--- src/core/lfspc_pkg.sv ---
package lfspc_pkg;
   // --------------------------------------------------
   // Register map
   // --------------------------------------------------
   localparam logic [7:0] ADDR_FAULT_STATUS = 8'h00;
   localparam logic [7:0] ADDR_SPARE_STATUS = 8'h01;
   localparam logic [7:0] ADDR_PROT_CONFIG  = 8'h05;
   localparam logic [7:0] PROT_CONFIG_RST   = 8'h00;
   localparam logic [7:0] STATUS_RST        = 8'h00;
   localparam logic [7:0] PROT_WR_MASK      = 8'hc8;
   // --------------------------------------------------
   // Field positions
   // --------------------------------------------------
   localparam int BIT_OVL_A      = 0;
   localparam int BIT_OVL_B      = 1;
   localparam int BIT_OVERHEAT   = 6;
   localparam int BIT_INPUT_LOW  = 7;
   localparam int BIT_OVL_LATCH  = 3;
   localparam int BIT_HEAT_LATCH = 6;
   localparam int BIT_CAP_TYPE   = 7;
   // --------------------------------------------------
   // Timing
   // --------------------------------------------------
   localparam longint CLK_HZ       = 250000000;
   localparam longint OFF_TIME_MS  = 900;
   localparam longint OFF_CYC      = OFF_TIME_MS * CLK_HZ / 1000;
   localparam longint ON_CYC       = OFF_CYC / 10;
   localparam longint TONE_HZ      = 22000;
   localparam longint TONE_HALF    = CLK_HZ / (2 * TONE_HZ);
   localparam longint RAMP13_US    = 4000;
   localparam longint RAMP18_US    = 6000;
   localparam longint STEP_US      = 1500;
   localparam longint RAMP13_CYC   = RAMP13_US * (CLK_HZ / 1000000);
   localparam longint RAMP18_CYC   = RAMP18_US * (CLK_HZ / 1000000);
   localparam longint STEP_CYC     = STEP_US * (CLK_HZ / 1000000);
endpackage

--- src/core/lfspc_core.sv ---
`timescale 1ns/1ps
`default_nettype none
// Overview of operation
// Auto re-enable prior level after overheat ends
// Bit 7 selects ceramic or electrolytic compensation
// Status registers are read only
// Status bits 0,1 show live channel overload
// Bit 6 overheat flag with hysteresis
// Bit 7 shows input supply low
// Status clear at reset; other bits reserved
// Shorted output cycles 900 ms off, 90 ms on
// Tone 22 kHz at 50 percent duty
// Ramp 4/6 ms start, 1.5 ms range change
// Latch mode clears level selects on overheat
// Pulsed limiting per channel when bit clear
// Status reads have no side effects
module lfspc_core #(
   parameter longint OFF_CYCLES  = lfspc_pkg::OFF_CYC,    // Pulsed limit off time
   parameter longint ON_CYCLES   = lfspc_pkg::ON_CYC,     // Pulsed limit on time
   parameter longint R13_CYCLES  = lfspc_pkg::RAMP13_CYC, // Start ramp to 13 V
   parameter longint R18_CYCLES  = lfspc_pkg::RAMP18_CYC, // Start ramp to 18 V
   parameter longint STEP_CYCLES = lfspc_pkg::STEP_CYC    // Range change time
) (
   input  wire logic       clk_in,             // 250 MHz clock
   input  wire logic       sys_rst_in,         // Async reset, high
   input  wire logic [7:0] reg_addr_in,        // Register address
   input  wire logic       reg_wr_in,          // Write strobe
   input  wire logic [7:0] reg_wdata_in,       // Write data
   input  wire logic       reg_rd_in,          // Read strobe
   input  wire logic [3:0] level_sel_a_in,     // Channel A level select
   input  wire logic [3:0] level_sel_b_in,     // Channel B level select
   input  wire logic       pulsed_limit_off_a_in, // Channel A pulsed limit off
   input  wire logic       pulsed_limit_off_b_in, // Channel B pulsed limit off
   input  wire logic       tone_on_in,         // Tone enable
   input  wire logic       tone_source_mode_in,// External tone source
   input  wire logic       tone_control_input_in, // Tone control pin
   input  wire logic       overcur_a_in,       // Channel A current above limit
   input  wire logic       overcur_b_in,       // Channel B current above limit
   input  wire logic       temp_hi_in,         // Junction above 150 C
   input  wire logic       temp_ok_in,         // Junction below 135 C
   input  wire logic       low_supply_detect_in, // Supply below threshold
   output logic [7:0]      reg_rdata_out,      // Read data
   output logic            level_clear_out,    // Pulse: clear level selects
   output logic            out_en_a_out,       // Channel A output enable
   output logic            out_en_b_out,       // Channel B output enable
   output logic            cap_ceramic_out,    // Low ESR compensation
   output logic            tone_out,           // Tone waveform
   output logic            ramp_busy_a_out,    // Channel A ramping
   output logic            ramp_busy_b_out     // Channel B ramping
);
   // ----------------------------------------------
   // Input synchronisers
   // ----------------------------------------------
   localparam int NS = 6;
   logic [NS-1:0] raw_w, s1_q, s2_q;
   assign raw_w = {low_supply_detect_in, temp_ok_in, temp_hi_in, overcur_b_in, overcur_a_in,
                   tone_control_input_in};
   // Two stages before any logic reads the tone control, overload, temperature or supply pins
   always_ff @(posedge clk_in or posedge sys_rst_in) begin
      if (sys_rst_in) begin
         s1_q <= '0;
         s2_q <= '0;
      end else begin
         s1_q <= raw_w;
         s2_q <= s1_q;
      end
   end
   wire tctl_w = s2_q[0];
   wire [1:0] ovl_w = s2_q[2:1];
   wire hot_w = s2_q[3];
   wire cool_w = s2_q[4];
   wire low_w = s2_q[5];

   // ----------------------------------------------
   // Registers and status
   // ----------------------------------------------
   logic [7:0] prot_q;
   logic       heat_q;
   logic       heat_d;
   logic [7:0] status_w;
   wire wr_prot_w = reg_wr_in && (reg_addr_in == lfspc_pkg::ADDR_PROT_CONFIG);
   // Writes to status addresses fall through and are ignored
   assign heat_d = hot_w ? 1'b1 : (cool_w ? 1'b0 : heat_q);
   assign status_w = {low_w, heat_q, 4'h0, ovl_w};
   always_ff @(posedge clk_in or posedge sys_rst_in) begin
      if (sys_rst_in) begin
         prot_q <= lfspc_pkg::PROT_CONFIG_RST;
         heat_q <= 1'b0;
      end else begin
         heat_q <= heat_d;
         if (wr_prot_w)
            prot_q <= reg_wdata_in & lfspc_pkg::PROT_WR_MASK;
      end
   end
   // Read mux; reading changes no state
   wire [7:0] rd_w = (reg_addr_in == lfspc_pkg::ADDR_FAULT_STATUS) ? status_w :
                     (reg_addr_in == lfspc_pkg::ADDR_PROT_CONFIG) ? prot_q :
                     lfspc_pkg::STATUS_RST;
   always_ff @(posedge clk_in or posedge sys_rst_in) begin
      if (sys_rst_in)
         reg_rdata_out <= 8'h00;
      else if (reg_rd_in)
         reg_rdata_out <= rd_w;
   end

   // ----------------------------------------------
   // Overheat handling
   // ----------------------------------------------
   wire latch_w = prot_q[lfspc_pkg::BIT_HEAT_LATCH];
   wire heat_rise_w = heat_d && !heat_q;
   // Latched mode asks the selector to clear; auto mode keeps the old levels
   always_ff @(posedge clk_in or posedge sys_rst_in) begin
      if (sys_rst_in) begin
         level_clear_out <= 1'b0;
         cap_ceramic_out <= 1'b0;
      end else begin
         level_clear_out <= heat_rise_w && latch_w;
         cap_ceramic_out <= prot_q[lfspc_pkg::BIT_CAP_TYPE];
      end
   end

   // ----------------------------------------------
   // Per channel pulsed limit and ramp
   // ----------------------------------------------
   logic [1:0] en_q;
   logic [1:0] busy_q;
   wire [1:0] plo_w = {pulsed_limit_off_b_in, pulsed_limit_off_a_in};
   wire [3:0] sel_w [2];
   assign sel_w[0] = level_sel_a_in;
   assign sel_w[1] = level_sel_b_in;
   genvar g;
   generate
      for (g = 0; g < 2; g++) begin : g_ch
         logic [31:0] pc_q;
         logic        poff_q;
         logic [31:0] rc_q;
         logic        on_q;
         logic        hi_q;
         wire sel_on_w = (sel_w[g] != 4'h0);
         wire sel_hi_w = sel_w[g][3];
         // Off/on cycle only while shorted with pulsed limit active
         // A dead output draws no current, so the off phase must not end on a quiet flag
         always_ff @(posedge clk_in or posedge sys_rst_in) begin
            if (sys_rst_in) begin
               pc_q   <= '0;
               poff_q <= 1'b0;
            end else if (plo_w[g] || (!ovl_w[g] && !poff_q)) begin
               pc_q   <= '0;
               poff_q <= 1'b0;
            end else if (pc_q == 32'(poff_q ? OFF_CYCLES - 1 : ON_CYCLES - 1)) begin
               pc_q   <= '0;
               poff_q <= !poff_q;
            end else begin
               pc_q <= pc_q + 32'd1;
            end
         end
         // Ramp timer: start or range change
         always_ff @(posedge clk_in or posedge sys_rst_in) begin
            if (sys_rst_in) begin
               rc_q <= '0;
               on_q <= 1'b0;
               hi_q <= 1'b0;
            end else begin
               on_q <= sel_on_w;
               hi_q <= sel_hi_w;
               if (sel_on_w && !on_q)
                  rc_q <= 32'(sel_hi_w ? R18_CYCLES : R13_CYCLES);
               else if (sel_on_w && (sel_hi_w != hi_q))
                  rc_q <= 32'(STEP_CYCLES);
               else if (rc_q != 0)
                  rc_q <= rc_q - 32'd1;
            end
         end
         // Output is disabled during overheat and re-enabled in auto mode once it ends
         always_ff @(posedge clk_in or posedge sys_rst_in) begin
            if (sys_rst_in) begin
               en_q[g]   <= 1'b0;
               busy_q[g] <= 1'b0;
            end else begin
               en_q[g]   <= sel_on_w && !heat_q && !poff_q;
               busy_q[g] <= (rc_q != 0);
            end
         end
      end
   endgenerate
   assign out_en_a_out = en_q[0];
   assign out_en_b_out = en_q[1];
   assign ramp_busy_a_out = busy_q[0];
   assign ramp_busy_b_out = busy_q[1];

   // ----------------------------------------------
   // Tone generator
   // ----------------------------------------------
   logic [15:0] tc_q;
   logic        tone_q;
   wire tone_run_w = tone_on_in && !tone_source_mode_in && tctl_w;
   // Internal mode toggles each half period; external mode passes pin level
   always_ff @(posedge clk_in or posedge sys_rst_in) begin
      if (sys_rst_in) begin
         tc_q   <= '0;
         tone_q <= 1'b0;
      end else if (tone_on_in && tone_source_mode_in) begin
         tc_q   <= '0;
         tone_q <= tctl_w;
      end else if (!tone_run_w) begin
         tc_q   <= '0;
         tone_q <= 1'b0;
      end else if (tc_q == 16'(lfspc_pkg::TONE_HALF - 1)) begin
         tc_q   <= '0;
         tone_q <= !tone_q;
      end else begin
         tc_q <= tc_q + 16'd1;
      end
   end
   assign tone_out = tone_q;

   // ----------------------------------------------
   // Checks
   // ----------------------------------------------
   a_status_reserved: assert property (@(posedge clk_in) disable iff (sys_rst_in)
      reg_rd_in && reg_addr_in == lfspc_pkg::ADDR_FAULT_STATUS |=> reg_rdata_out[5:2] == 4'h0)
      else $error("reserved status bits set");
   a_heat_hold: assert property (@(posedge clk_in) disable iff (sys_rst_in)
      heat_q && !cool_w |=> heat_q) else $error("overheat flag dropped early");
   a_latch_clear: assert property (@(posedge clk_in) disable iff (sys_rst_in)
      heat_rise_w && latch_w |=> level_clear_out) else $error("latched clear missing");
   a_auto_noclear: assert property (@(posedge clk_in) disable iff (sys_rst_in)
      !latch_w |=> !level_clear_out) else $error("clear in auto mode");
   a_comp_follow: assert property (@(posedge clk_in) disable iff (sys_rst_in)
      wr_prot_w |=> ##1 cap_ceramic_out == $past(reg_wdata_in[7], 2)) else $error("comp bit");
   a_status_ro: assert property (@(posedge clk_in) disable iff (sys_rst_in)
      reg_wr_in && reg_addr_in == lfspc_pkg::ADDR_FAULT_STATUS |=> $stable(prot_q))
      else $error("status write took effect");
   a_read_live: assert property (@(posedge clk_in) disable iff (sys_rst_in)
      reg_rd_in && reg_addr_in == lfspc_pkg::ADDR_FAULT_STATUS |=> reg_rdata_out[1:0] == $past(ovl_w))
      else $error("overload flag mismatch");
   a_no_pulse_off: assert property (@(posedge clk_in) disable iff (sys_rst_in)
      pulsed_limit_off_a_in |=> g_ch[0].pc_q == 0) else $error("pulse ran while off");
   a_tone_idle: assert property (@(posedge clk_in) disable iff (sys_rst_in)
      !tone_on_in |=> !tone_q) else $error("tone while disabled");
   a_low_flag: assert property (@(posedge clk_in) disable iff (sys_rst_in)
      reg_rd_in && reg_addr_in == lfspc_pkg::ADDR_FAULT_STATUS |=> reg_rdata_out[7] == $past(low_w))
      else $error("low flag");
endmodule
`default_nettype wire

--- config.mk ---
export PLATFORM = sky130hd
export DESIGN_NAME = lfspc_core
export DESIGN_NICKNAME = d
export VERILOG_FILES = /design/src/core/lfspc_pkg.sv /design/src/core/lfspc_core.sv
export SDC_FILE = /design/constraint.sdc
export NUM_CORES = 1
export LEC_CHECK = 0
export BUFFER_PORTS_ARGS = -buffer_cell sky130_fd_sc_hd__buf_2
export CAP_MARGIN = 15
export CORE_ASPECT_RATIO = 0.8
export CORE_UTILIZATION = 50
export CTS_BUF_LIST = sky130_fd_sc_hd__clkbuf_8
export DETAILED_ROUTE_END_ITERATION = 7
export GPL_TIMING_DRIVEN = 0
export PLACE_DENSITY = 0.68
export SYNTH_ARGS = -nofsm -noshare
export SYNTH_HDL_FRONTEND = slang
export SYNTH_SLANG_ARGS = --single-unit
--- constraint.sdc ---
create_clock -name clk_in -period 11.2 [get_ports clk_in]
set_input_delay 2.8 -clock clk_in [delete_from_list [all_inputs] [get_ports clk_in]]
set_output_delay 2.8 -clock clk_in [all_outputs]
set_load 0.02 [all_outputs]
## Word-level counts from Yosys, hierarchy flattened

Cells that the tools add are included.
Widths: inputs -> output; s select.

- Eq/ne operators: 7
- Reduce and logical (&&, ||, !) cells: 36
- $add $sub $neg: 5
- Multiplexer cells: 28

Operators with widths:

| kind | number |
|---|---|
| $mux 32 | 10 |
| $add 32x1->32 const B | 2 |
| $eq 32x28->1 | 2 |
| $reduce_bool 32->1 | 2 |
| $sub 32x1->32 const B | 2 |
| $mux 28 | 2 |
| $mux 16 | 3 |
| $mux 21 | 2 |
| $add 16x1->16 const B | 1 |
| $eq 16x13->1 const B | 1 |
| $logic_and 1x1->1 | 16 |
| $mux 8 | 2 |
| $logic_not 1->1 | 9 |
| $mux 1 | 9 |
| $eq 8x3->1 const B | 1 |
| $logic_not 8->1 | 1 |
| $reduce_bool 4->1 | 2 |
| $reduce_bool 3->1 | 2 |
| $reduce_bool 2->1 | 2 |
| $ne 3x1->1 const B | 1 |
| $logic_or 1x1->1 | 2 |
| $ne 1x1->1 | 2 |

- Bits of input ports: 38
- Output and inout port bits: 15
- Logic and storage cells: 99
- Register bits: 181

## Longest topological paths before layout

Gate-level depths: netlist (run 1).

- Depth after elaboration: 5
- Depth in mapped cells: 11
- Mapped depth without buffers: 8

## Worst setup path after synthesis (run 1)

Ideal clock, no wire load.

- Path kind: input port to flip-flop
- From: input level_sel_a_in[1]
- To: register g_ch[0].rc_q[25]
- Path buffers: 2
- Arrival time: 4.367 ns
- Stages: 7
- Required time: 11.090 ns
- Library setup time: 0.110 ns
- Path slack: 6.722 ns
- Path through: nor4_1 inv_1 nand2_1 clkbuf_1 clkbuf_1 o311ai_0 o41ai_1

- Cells in the longest elaborated chain, start to end: 4
- Elaborated cells between the ends (all ways): 6
- Classes of those cells: mux: 2; reduce/logical: 4

Ends and longest elaborated chain:

| what | line | source |
|---|---|---|
| start, declared | lfspc_core.sv:30 | `input wire logic [3:0] level_sel_a_in,` |
| $reduce_bool 4->1 (*) | lfspc_core.sv:139 | `wire sel_on_w = (sel_w[g] != 4'h0);` |
| via g_ch[0].sel_on_w | lfspc_core.sv:139 |  |
| $logic_and 1x1->1 | lfspc_core.sv:168 | `else if (sel_on_w && (sel_hi_w != hi_q))` |
| $mux 32 | lfspc_core.sv:168 |  |
| $mux 32 | lfspc_core.sv:166 | `if (sel_on_w && !on_q)` |
| end signal, assigned | lfspc_core.sv:167 | `rc_q <= 32'(sel_hi_w ? R18_CYCLES : R13_CYCLES);` |
| end signal, assigned | lfspc_core.sv:169 | `rc_q <= 32'(STEP_CYCLES);` |
| end signal, assigned | lfspc_core.sv:171 | `rc_q <= rc_q - 32'd1;` |
| end, declared | lfspc_core.sv:136 | `logic [31:0] rc_q;` |

The timed path passes the listed nets; every way through them passes the cells marked *.
A chain may end at the register's enable or synchronous reset.

## Final worst setup path (run 1)

Same ends and word-level chain as after synthesis.

==> impl_metrics.sql, run 1 <==
INSERT INTO impl_metrics (metric_group, metric, value, unit) VALUES
('worst_setup_path', 'setup.worst_path.start_class', 'input pin', ''),
('global_routing', 'track_usage', '22.4', '%'),
('floorplanning', 'chipWidth', '153', 'microns'),
('power', 'sw_frac_of_total', '27.0', '%'),
('route', 'drt.antenna.violating_nets', '0', ''),
('worst_setup_path', 'worst_ep_arrival_time', '5.27', 'ns'),
('route', 'route.detailed.drc', '2', ''),
('route', 'detail_route.iter0.violations', '435', ''),
('route', 'detail_route.wl_per_cell', '15.7', 'microns'),
('layout', 'filler_cell_count', '1568', ''),
('timing', 'fin_skew', '0.0103', 'ns'),
('yosys', 'yosys_warnings', '0', ''),
('floorplanning', 'floorplan.core_area', '17500', 'sq um'),
('layout', 'multi_input_area', '4340', 'sq um'),
('worst_setup_path', 'path_max_fanout', '10', ''),
('power', 'maximum_vdd_drop', '0.0710', 'mV'),
('worst_setup_path', 'critPathRequiredTime', '11.55', 'ns'),
('timing', 'final.setup.tns', '0', 'ns'),
('floorplanning', 'num_io_pins', '53', ''),
('status', 'outcome', 'finished with violations', ''),
('layout', 'layout.nets', '1045', ''),
('layout', 'area.sequential', '4450', 'sq um'),
('power', 'leakagePower', '3.99', 'nW'),
('timing', 'setup_violations', '0', ''),
('timing', 'worst_slew_pin_slew', '1.17', 'ns'),
('floorplanning', 'overall_die_area', '18700', 'sq um'),
('power', 'p_comb_share', '8.5', '%'),
('timing', 'timing.final.crit_share', '43.9', '%'),
('worst_setup_path', 'critical_path_buf_inv_count', '4', ''),
('worst_setup_path', 'crit_path_cell_trace', 'buf_2 -> nor4_1 -> inv_1 -> nand2_1 -> clkbuf_1 -> clkbuf_1 -> o311ai_0 -> o41ai_1', ''),
('timing', 'fmax', '0.203', 'GHz'),
('global_routing', 'antenna_found_initial', '0', ''),
('timing', 'setup_ws', '6.28', 'ns'),
('status', 'failing_checks', 'DRC', ''),
('timing', 'relSlewSlack', '21.3', '%'),
('yosys', 'syn_area', '9060', 'sq um'),
('route', 'final_routed_wirelength', '19500', 'microns'),
('worst_setup_path', 'cpPeakStageDelay', '0.69', 'ns'),
('clock_network', 'hold_buffers', '0', ''),
('place', 'detailed_placer_s_ending_hpwl', '13200', 'microns'),
('timing', 'period_needed', '4.92', 'ns'),
('timing', 'setup_repair_after_global_routing_missed_its_margin', 'no', ''),
('worst_setup_path', 'timing.critical_path.to_type', 'register', ''),
('power', 'netSwitchingPower', '0.000335', 'W'),
('power', 'clock_power_share', '35.9', '%'),
('route', 'detailroute.via_count', '7146', ''),
('worst_hold_path', 'timing.hold.worst.class', 'register to register', ''),
('yosys', 'count_of_flip_flops_with_a_built_in_enable_after_synthesis', '0', ''),
('floorplanning', 'fp-row-count', '43', ''),
('yosys', 'asyncSetResetFlopFracSynth', '100', '%'),
('clock_network', 'cts_buffers', '17', ''),
('place', 'io_buffer_count', '42', ''),
('worst_setup_path', 'critical-path-top-delay-family', 'buffers and inverters', ''),
('flow_run', 'cap_violations', '0', ''),
('clock_network', 'clock-root-buffer', 'sky130_fd_sc_hd__clkbuf_8', ''),
('global_routing', 'first_global_vias', '6649', ''),
('worst_setup_path', 'crit_path_frequent_cell', 'sky130_fd_sc_hd__clkbuf_1', ''),
('place', 'routability_congestion', '0.856', ''),
('layout', 'postLayoutCoreUtil', '57.0', '%'),
('route', 'viasPerCell', '5.77', ''),
('clock_network', 'cts_resized', '0', ''),
('yosys', 'synth-seq-cells', '178', ''),
('yosys', 'synth.yosys.seq_area_share', '49.2', '%'),
('clock_network', 'cts.sinks', '178', ''),
('clock_network', 'clock_latency', '0.46', 'ns'),
('layout', 'drive_above_1_share', '11.2', '%'),
('clock_network', 'clock_tree.htree_level_count', '4', ''),
('layout', 'areaGrowthSynthToFinish', '10.3', '%'),
('yosys', 'syn-instance-count', '936', ''),
('timing', 'hold_viol_final', '0', ''),
('power', 'p_int', '0.000904', 'W');
## Yosys cell counts (all sizes together), types with 2 or more instances
cell	instances	share of area, %
a211oi	8	0.66
ha	6	0.83
nand3	37	2.0
a21o	2	0.17
nor2	99	4.1
or3	29	2.0
a21oi	38	2.1
xor2	50	4.8
nor4	35	2.9
mux2i	7	0.77
nand2	57	2.4
o41ai	5	0.48
nor4bb	5	0.55
o211ai	3	0.25
nand4b	4	0.39
a31oi	9	0.62
nor3	64	3.7
and2	7	0.48
o21ai	28	1.5
and3	15	1.0
xnor2	36	3.5
o21a	7	0.58
o311ai	3	0.29
or4	24	2.1
o22ai	2	0.14
clkbuf	25	1.0
o31ai	11	0.91
nor4b	5	0.48
and4	13	1.3
nand2b	12	0.83
dfrtp	178	49
nand4	26	1.8
inv	24	0.99
or4b	4	0.48
a22oi	4	0.33
nor2b	3	0.21
buf	16	0.99
or2	11	0.76
mux2	3	0.37
## flip-flops by register name, summed over array words and instances (netlist names), 2 cells and up
| signal | count |
|---|---|
| tc_q | 16 |
| prot_q | 3 |
| reg_rdata_out | 5 |
| g_ch.on_q | 2 |
| g_ch.pc_q | 64 |
| s2_q | 6 |
| g_ch.poff_q | 2 |
| g_ch.rc_q | 64 |
| g_ch.hi_q | 2 |
| s1_q | 6 |
## metal layers
layer  part of all wire (%)  wire, microns  vias up  GRT usage, %
li1                       -              -     3533             -
met1                     52          10200     3496          33.3
met2                     44           8510      107          33.9
met3                    3.4            654       10          4.73
met4                   0.54            105        0          4.17
met5                      0              0        -             0
## layout by cell type, fill, tap and decap left out, types with 17 or more instances in the layout
cell,n
sky130_fd_sc_hd__a21oi_1,38
sky130_fd_sc_hd__buf_2,49
sky130_fd_sc_hd__clkbuf_1,25
sky130_fd_sc_hd__clkbuf_8,17
sky130_fd_sc_hd__dfrtp_1,178
sky130_fd_sc_hd__inv_1,22
sky130_fd_sc_hd__nand2_1,57
sky130_fd_sc_hd__nand3_1,37
sky130_fd_sc_hd__nand4_1,26
sky130_fd_sc_hd__nor2_1,98
sky130_fd_sc_hd__nor3_1,63
sky130_fd_sc_hd__nor4_1,32
sky130_fd_sc_hd__o21ai_0,26
sky130_fd_sc_hd__or3_1,29
sky130_fd_sc_hd__or4_1,22
sky130_fd_sc_hd__xnor2_1,36
sky130_fd_sc_hd__xor2_1,50
## stage by stage
step | cell area (sq um) | total power (W) | cells | hold slack [ns]
5_1_grt | 10000 | 0.00130 | 1239 | 0.364
4_1_cts | 10000 | 0.00125 | 1239 | 0.358
2_1_floorplan | 9070 | 0.000770 | 938 | 0.331
3_5_place_dp | 9600 | 0.000806 | 1207 | 0.336
3_3_place_gp | 9560 | 0.000803 | 1205 | 0.333
6_report | 10000 | 0.00124 | 1239 | 0.354
## logic make-up (layout without fill, tap and decap cells)
group | after synthesis | in the layout | share of synthesized area (%)
AOI/OAI and AO/OA | 135 | 135 | 9.58
xor gates and xnor gates | 86 | 86 | 8.31
adders and majority gates | 6 | 6 | 0.828
buffers and inverters | 65 | 141 | 3.02
DFF | 178 | 178 | 49.2
muxes | 10 | 10 | 1.15
other | 1 | 3 | 0.0414
and+or+nand+nor | 455 | 455 | 27.9
## path summary, 6_finish.rpt
kind / from / cells after the start / to
min: s1_q[2]$_DFF_PP0_ / 0 / s2_q[2]$_DFF_PP0_
max reg2reg: g_ch[1].rc_q[0]$_DFFE_PP0P_ / 11 / g_ch[1].rc_q[8]$_DFFE_PP0P_
min in group asynchronous: sys_rst_in / 2 / g_ch[0].pc_q[8]$_DFF_PP0_
max: level_sel_a_in[1] / 8 / g_ch[0].rc_q[25]$_DFFE_PP0P_
max in group asynchronous: sys_rst_in / 3 / s1_q[4]$_DFF_PP0_
min reg2reg: s1_q[2]$_DFF_PP0_ / 0 / s2_q[2]$_DFF_PP0_
## power groups by stage
| stage | Sequential, W | Combinational, W | Clock [W] |
|---|---|---|---|
| final | 0.000689 | 0.000105 | 0.000445 |
| after CTS | 0.000688 | 0.000106 | 0.000456 |
| after detailed placement | 0.000700 | 0.000106 | 0 |
| after global placement | 0.000700 | 0.000102 | 0 |
| after floorplan | 0.000696 | 0.0000734 | 0 |
| after global routing | 0.000693 | 0.000120 | 0.000483 |
## layout make-up
cell class,count,area share (%)
tap,225,2.82
timing repair buffer,44,2.43
buffer,41,1.84
clock inverter,15,1.60
sequential,178,44.6
multi-input combinational,695,43.4
inverter,24,0.976
clock buffer,17,2.34
## worst register-to-register path, cell delays in order, from the launching register on
cell	delay, ns
sky130_fd_sc_hd__dfrtp_1	0.41
sky130_fd_sc_hd__inv_1	0.09
sky130_fd_sc_hd__ha_1	0.20
sky130_fd_sc_hd__or3b_1	0.36
sky130_fd_sc_hd__buf_2	0.19
sky130_fd_sc_hd__or4_1	0.47
sky130_fd_sc_hd__clkbuf_1	0.27
sky130_fd_sc_hd__nor4_4	0.40
sky130_fd_sc_hd__inv_2	0.10
sky130_fd_sc_hd__buf_2	0.21
sky130_fd_sc_hd__nor2_1	0.16
sky130_fd_sc_hd__nor3_1	0.08
Power figures use the tool's default switching activity.
==> run 2: changes to the inputs <==
Settings changed: PLACE_DENSITY 0.68 to 0.7.
Clock period 11.2 ns to 4.3 ns, I/O delays scaled along.
==> impl_metrics.sql, run 2 (synthesized netlist as in run 1, its figures left out) <==
INSERT INTO impl_metrics (metric_group, metric, value, unit) VALUES
('place', 'io_buffer_count', '42', ''),
('floorplanning', 'die_h', '122', 'microns'),
('floorplanning', 'chipWidth', '153', 'microns'),
('worst_setup_path', 'setup.worst_path.start_class', 'input pin', ''),
('floorplanning', 'num_io_pins', '53', ''),
('floorplanning', 'fp-row-count', '43', ''),
('layout', 'drive_above_1_share', '11.7', '%'),
('route', 'drt_pass1_iterations', '7', ''),
('clock_network', 'clock_tree.htree_level_count', '4', ''),
('timing', 'final.setup.tns', '0', 'ns'),
('layout', 'layout_top_registers', 'g_ch.pc_q x64, g_ch.rc_q x64, tc_q x16', ''),
('timing', 'timing.final.crit_share', '73.2', '%'),
('timing', 'hold_viol_final', '0', ''),
('clock_network', 'cts.sinks', '178', ''),
('global_routing', 'antenna_found_initial', '0', ''),
('route', 'detailroute.via_count', '7068', ''),
('route', 'detail_route.iter0.violations', '476', ''),
('route', 'viasPerCell', '5.69', ''),
('clock_network', 'cts_resized', '0', ''),
('route', 'detailed_routed_wire_length_on_met3', '710', 'microns'),
('layout', 'postLayoutCoreUtil', '57.9', '%'),
('worst_setup_path', 'timing.critical_path.to_type', 'register', ''),
('route', 'route.met2.wl', '8440', 'microns'),
('power', 'leakagePower', '4.07', 'nW'),
('place', 'routability_congestion', '0.869', ''),
('timing', 'worst_slew_pin_slew', '1.01', 'ns'),
('layout', 'layout.nets', '1049', ''),
('worst_setup_path', 'path_max_fanout', '10', ''),
('timing', 'setup_ws', '1.15', 'ns'),
('clock_network', 'clock_latency', '0.47', 'ns'),
('route', 'final_routed_wirelength', '19500', 'microns'),
('power', 'power', '0.00351', 'W'),
('flow_run', 'cap_violations', '0', ''),
('clock_network', 'cts_buffers', '17', ''),
('route', 'met1_length', '10200', 'microns'),
('place', 'detailed_placer_s_ending_hpwl', '13500', 'microns'),
('route', 'detail_route.wl_per_cell', '15.7', 'microns'),
('global_routing', 'maximum_number_of_pins_on_one_net_before_global_route_repair', '44', ''),
('timing', 'fmax', '0.318', 'GHz'),
('timing', 'relSlewSlack', '32.5', '%'),
('clock_network', 'hold_buffers', '0', ''),
('floorplanning', 'starting_density', '51.7', '%'),
('status', 'failing_checks', 'DRC', ''),
('route', 'route.detailed.drc', '2', ''),
('layout', 'num_antenna_cells', '0', ''),
('power', 'maximum_vdd_drop', '0.275', 'mV'),
('power', 'pwr_density_cell', '346', 'nW/um^2'),
('worst_hold_path', 'min_delay_path_depth', '0', ''),
('global_routing', 'first_global_vias', '6574', ''),
('clock_network', 'postCtsSetupBuffers', '0', ''),
('route', 'route.top_layer_used', 'met4', ''),
('timing', 'final.hold.worst_slack', '0.356', 'ns'),
('layout', 'final_cell_mix', 'sky130_fd_sc_hd__dfrtp_1, sky130_fd_sc_hd__nor2_1, sky130_fd_sc_hd__nor3_1, sky130_fd_sc_hd__nand2_1, sky130_fd_sc_hd__xor2_1', ''),
('floorplanning', 'floorplan.core_area', '17500', 'sq um'),
('layout', 'areaGrowthSynthToFinish', '12.1', '%'),
('worst_setup_path', 'critPathRequiredTime', '4.65', 'ns'),
('place', 'pre_cts_ws', '0.646', 'ns'),
('worst_hold_path', 'timing.hold.worst.class', 'register to register', ''),
('timing', 'setup_repair_after_global_routing_missed_its_margin', 'no', ''),
('global_routing', 'grt_first_pass_wirelength', '33100', 'microns'),
('layout', 'final_common_cell', 'sky130_fd_sc_hd__dfrtp_1', ''),
('status', 'outcome', 'finished with violations', ''),
('timing', 'setup_violations', '0', ''),
('clock_network', 'tritoncts', 'built', ''),
('global_routing', 'track_usage', '22.3', '%'),
('worst_setup_path', 'worst_ep_arrival_time', '3.50', 'ns'),
('global_routing', 'grt_remaining_overflow', '0', ''),
('worst_setup_path', 'criticalPathCategory', 'input pin to register', ''),
('clock_network', 'clock-root-buffer', 'sky130_fd_sc_hd__clkbuf_8', ''),
('clock_network', 'cts-root-to-sink-buffers', '2', ''),
('timing', 'period_needed', '3.15', 'ns'),
('floorplanning', 'overall_die_area', '18700', 'sq um'),
('route', 'drt.antenna.violating_nets', '0', ''),
('timing', 'fin_skew', '0.0104', 'ns'),
('timing', 'maxSlewViolCount', '0', ''),
('clock_network', 'clk_pin_slew', '0.10', 'ns'),
('worst_setup_path', 'worst-r2r-cell-count', '11', '');
==> run 2: worst max-delay path: stages <==
cell and delay, ns:
sky130_fd_sc_hd__buf_2 0.10, sky130_fd_sc_hd__nor4_1 0.65, sky130_fd_sc_hd__inv_1 0.13, sky130_fd_sc_hd__nand2_1 0.21, sky130_fd_sc_hd__clkbuf_1 0.45, sky130_fd_sc_hd__clkbuf_1 0.53
sky130_fd_sc_hd__o311ai_0 0.24, sky130_fd_sc_hd__o41ai_1 0.11
==> run 2: per-stage QoR <==
stage | cell area (sq um) | instances
finish | 10200 | 1243
global route | 10200 | 1243
CTS | 10100 | 1241
detailed placement | 9650 | 1209
global placement | 9570 | 1205
floorplan | 9070 | 938
==> run 2: layout make-up <==
class | instances | area (sq um)
plain buffers | 41 | 184
clock buffers | 17 | 234
clock inverters | 15 | 268
fillers | 1511 | 7380
inverters | 24 | 93.8
multi-input cells | 695 | 4340
flip-flops and latches | 178 | 4450
well taps | 225 | 282
repair buffers | 48 | 300
==> run 2: routing by layer <==
layer  up-vias  GRT usage [%]
met5         -              0
met4         0           5.24
met3        13           4.34
met2       108           32.4
met1      3408           34.1
li1       3539              -
==> run 2: final timing paths <==
check / start / to / slack (ns)
setup reg to reg: g_ch[1].rc_q[0]$_DFFE_PP0P_ / g_ch[1].rc_q[20]$_DFFE_PP0P_ / 1.26
hold / removal: s1_q[0]$_DFF_PP0_ / s2_q[0]$_DFF_PP0_ / 0.36
max in group asynchronous: sys_rst_in / g_ch[0].pc_q[20]$_DFF_PP0_ / 2.23
setup / recovery: level_sel_a_in[1] / g_ch[0].rc_q[25]$_DFFE_PP0P_ / 1.15
min in group asynchronous: sys_rst_in / g_ch[0].rc_q[3]$_DFFE_PP0P_ / 0.66
hold reg to reg: s1_q[0]$_DFF_PP0_ / s2_q[0]$_DFF_PP0_ / 0.36
==> run 2: report_power, final <==
part / switching, W / leakage [nW] / internal, W
Combinational: 0.000172 / 1.50 / 0.000104
Sequential: 0.0000599 / 2.32 / 0.00173
Clock: 0.000672 / 0.249 / 0.000771
Total: 0.000904 / 4.07 / 0.00261
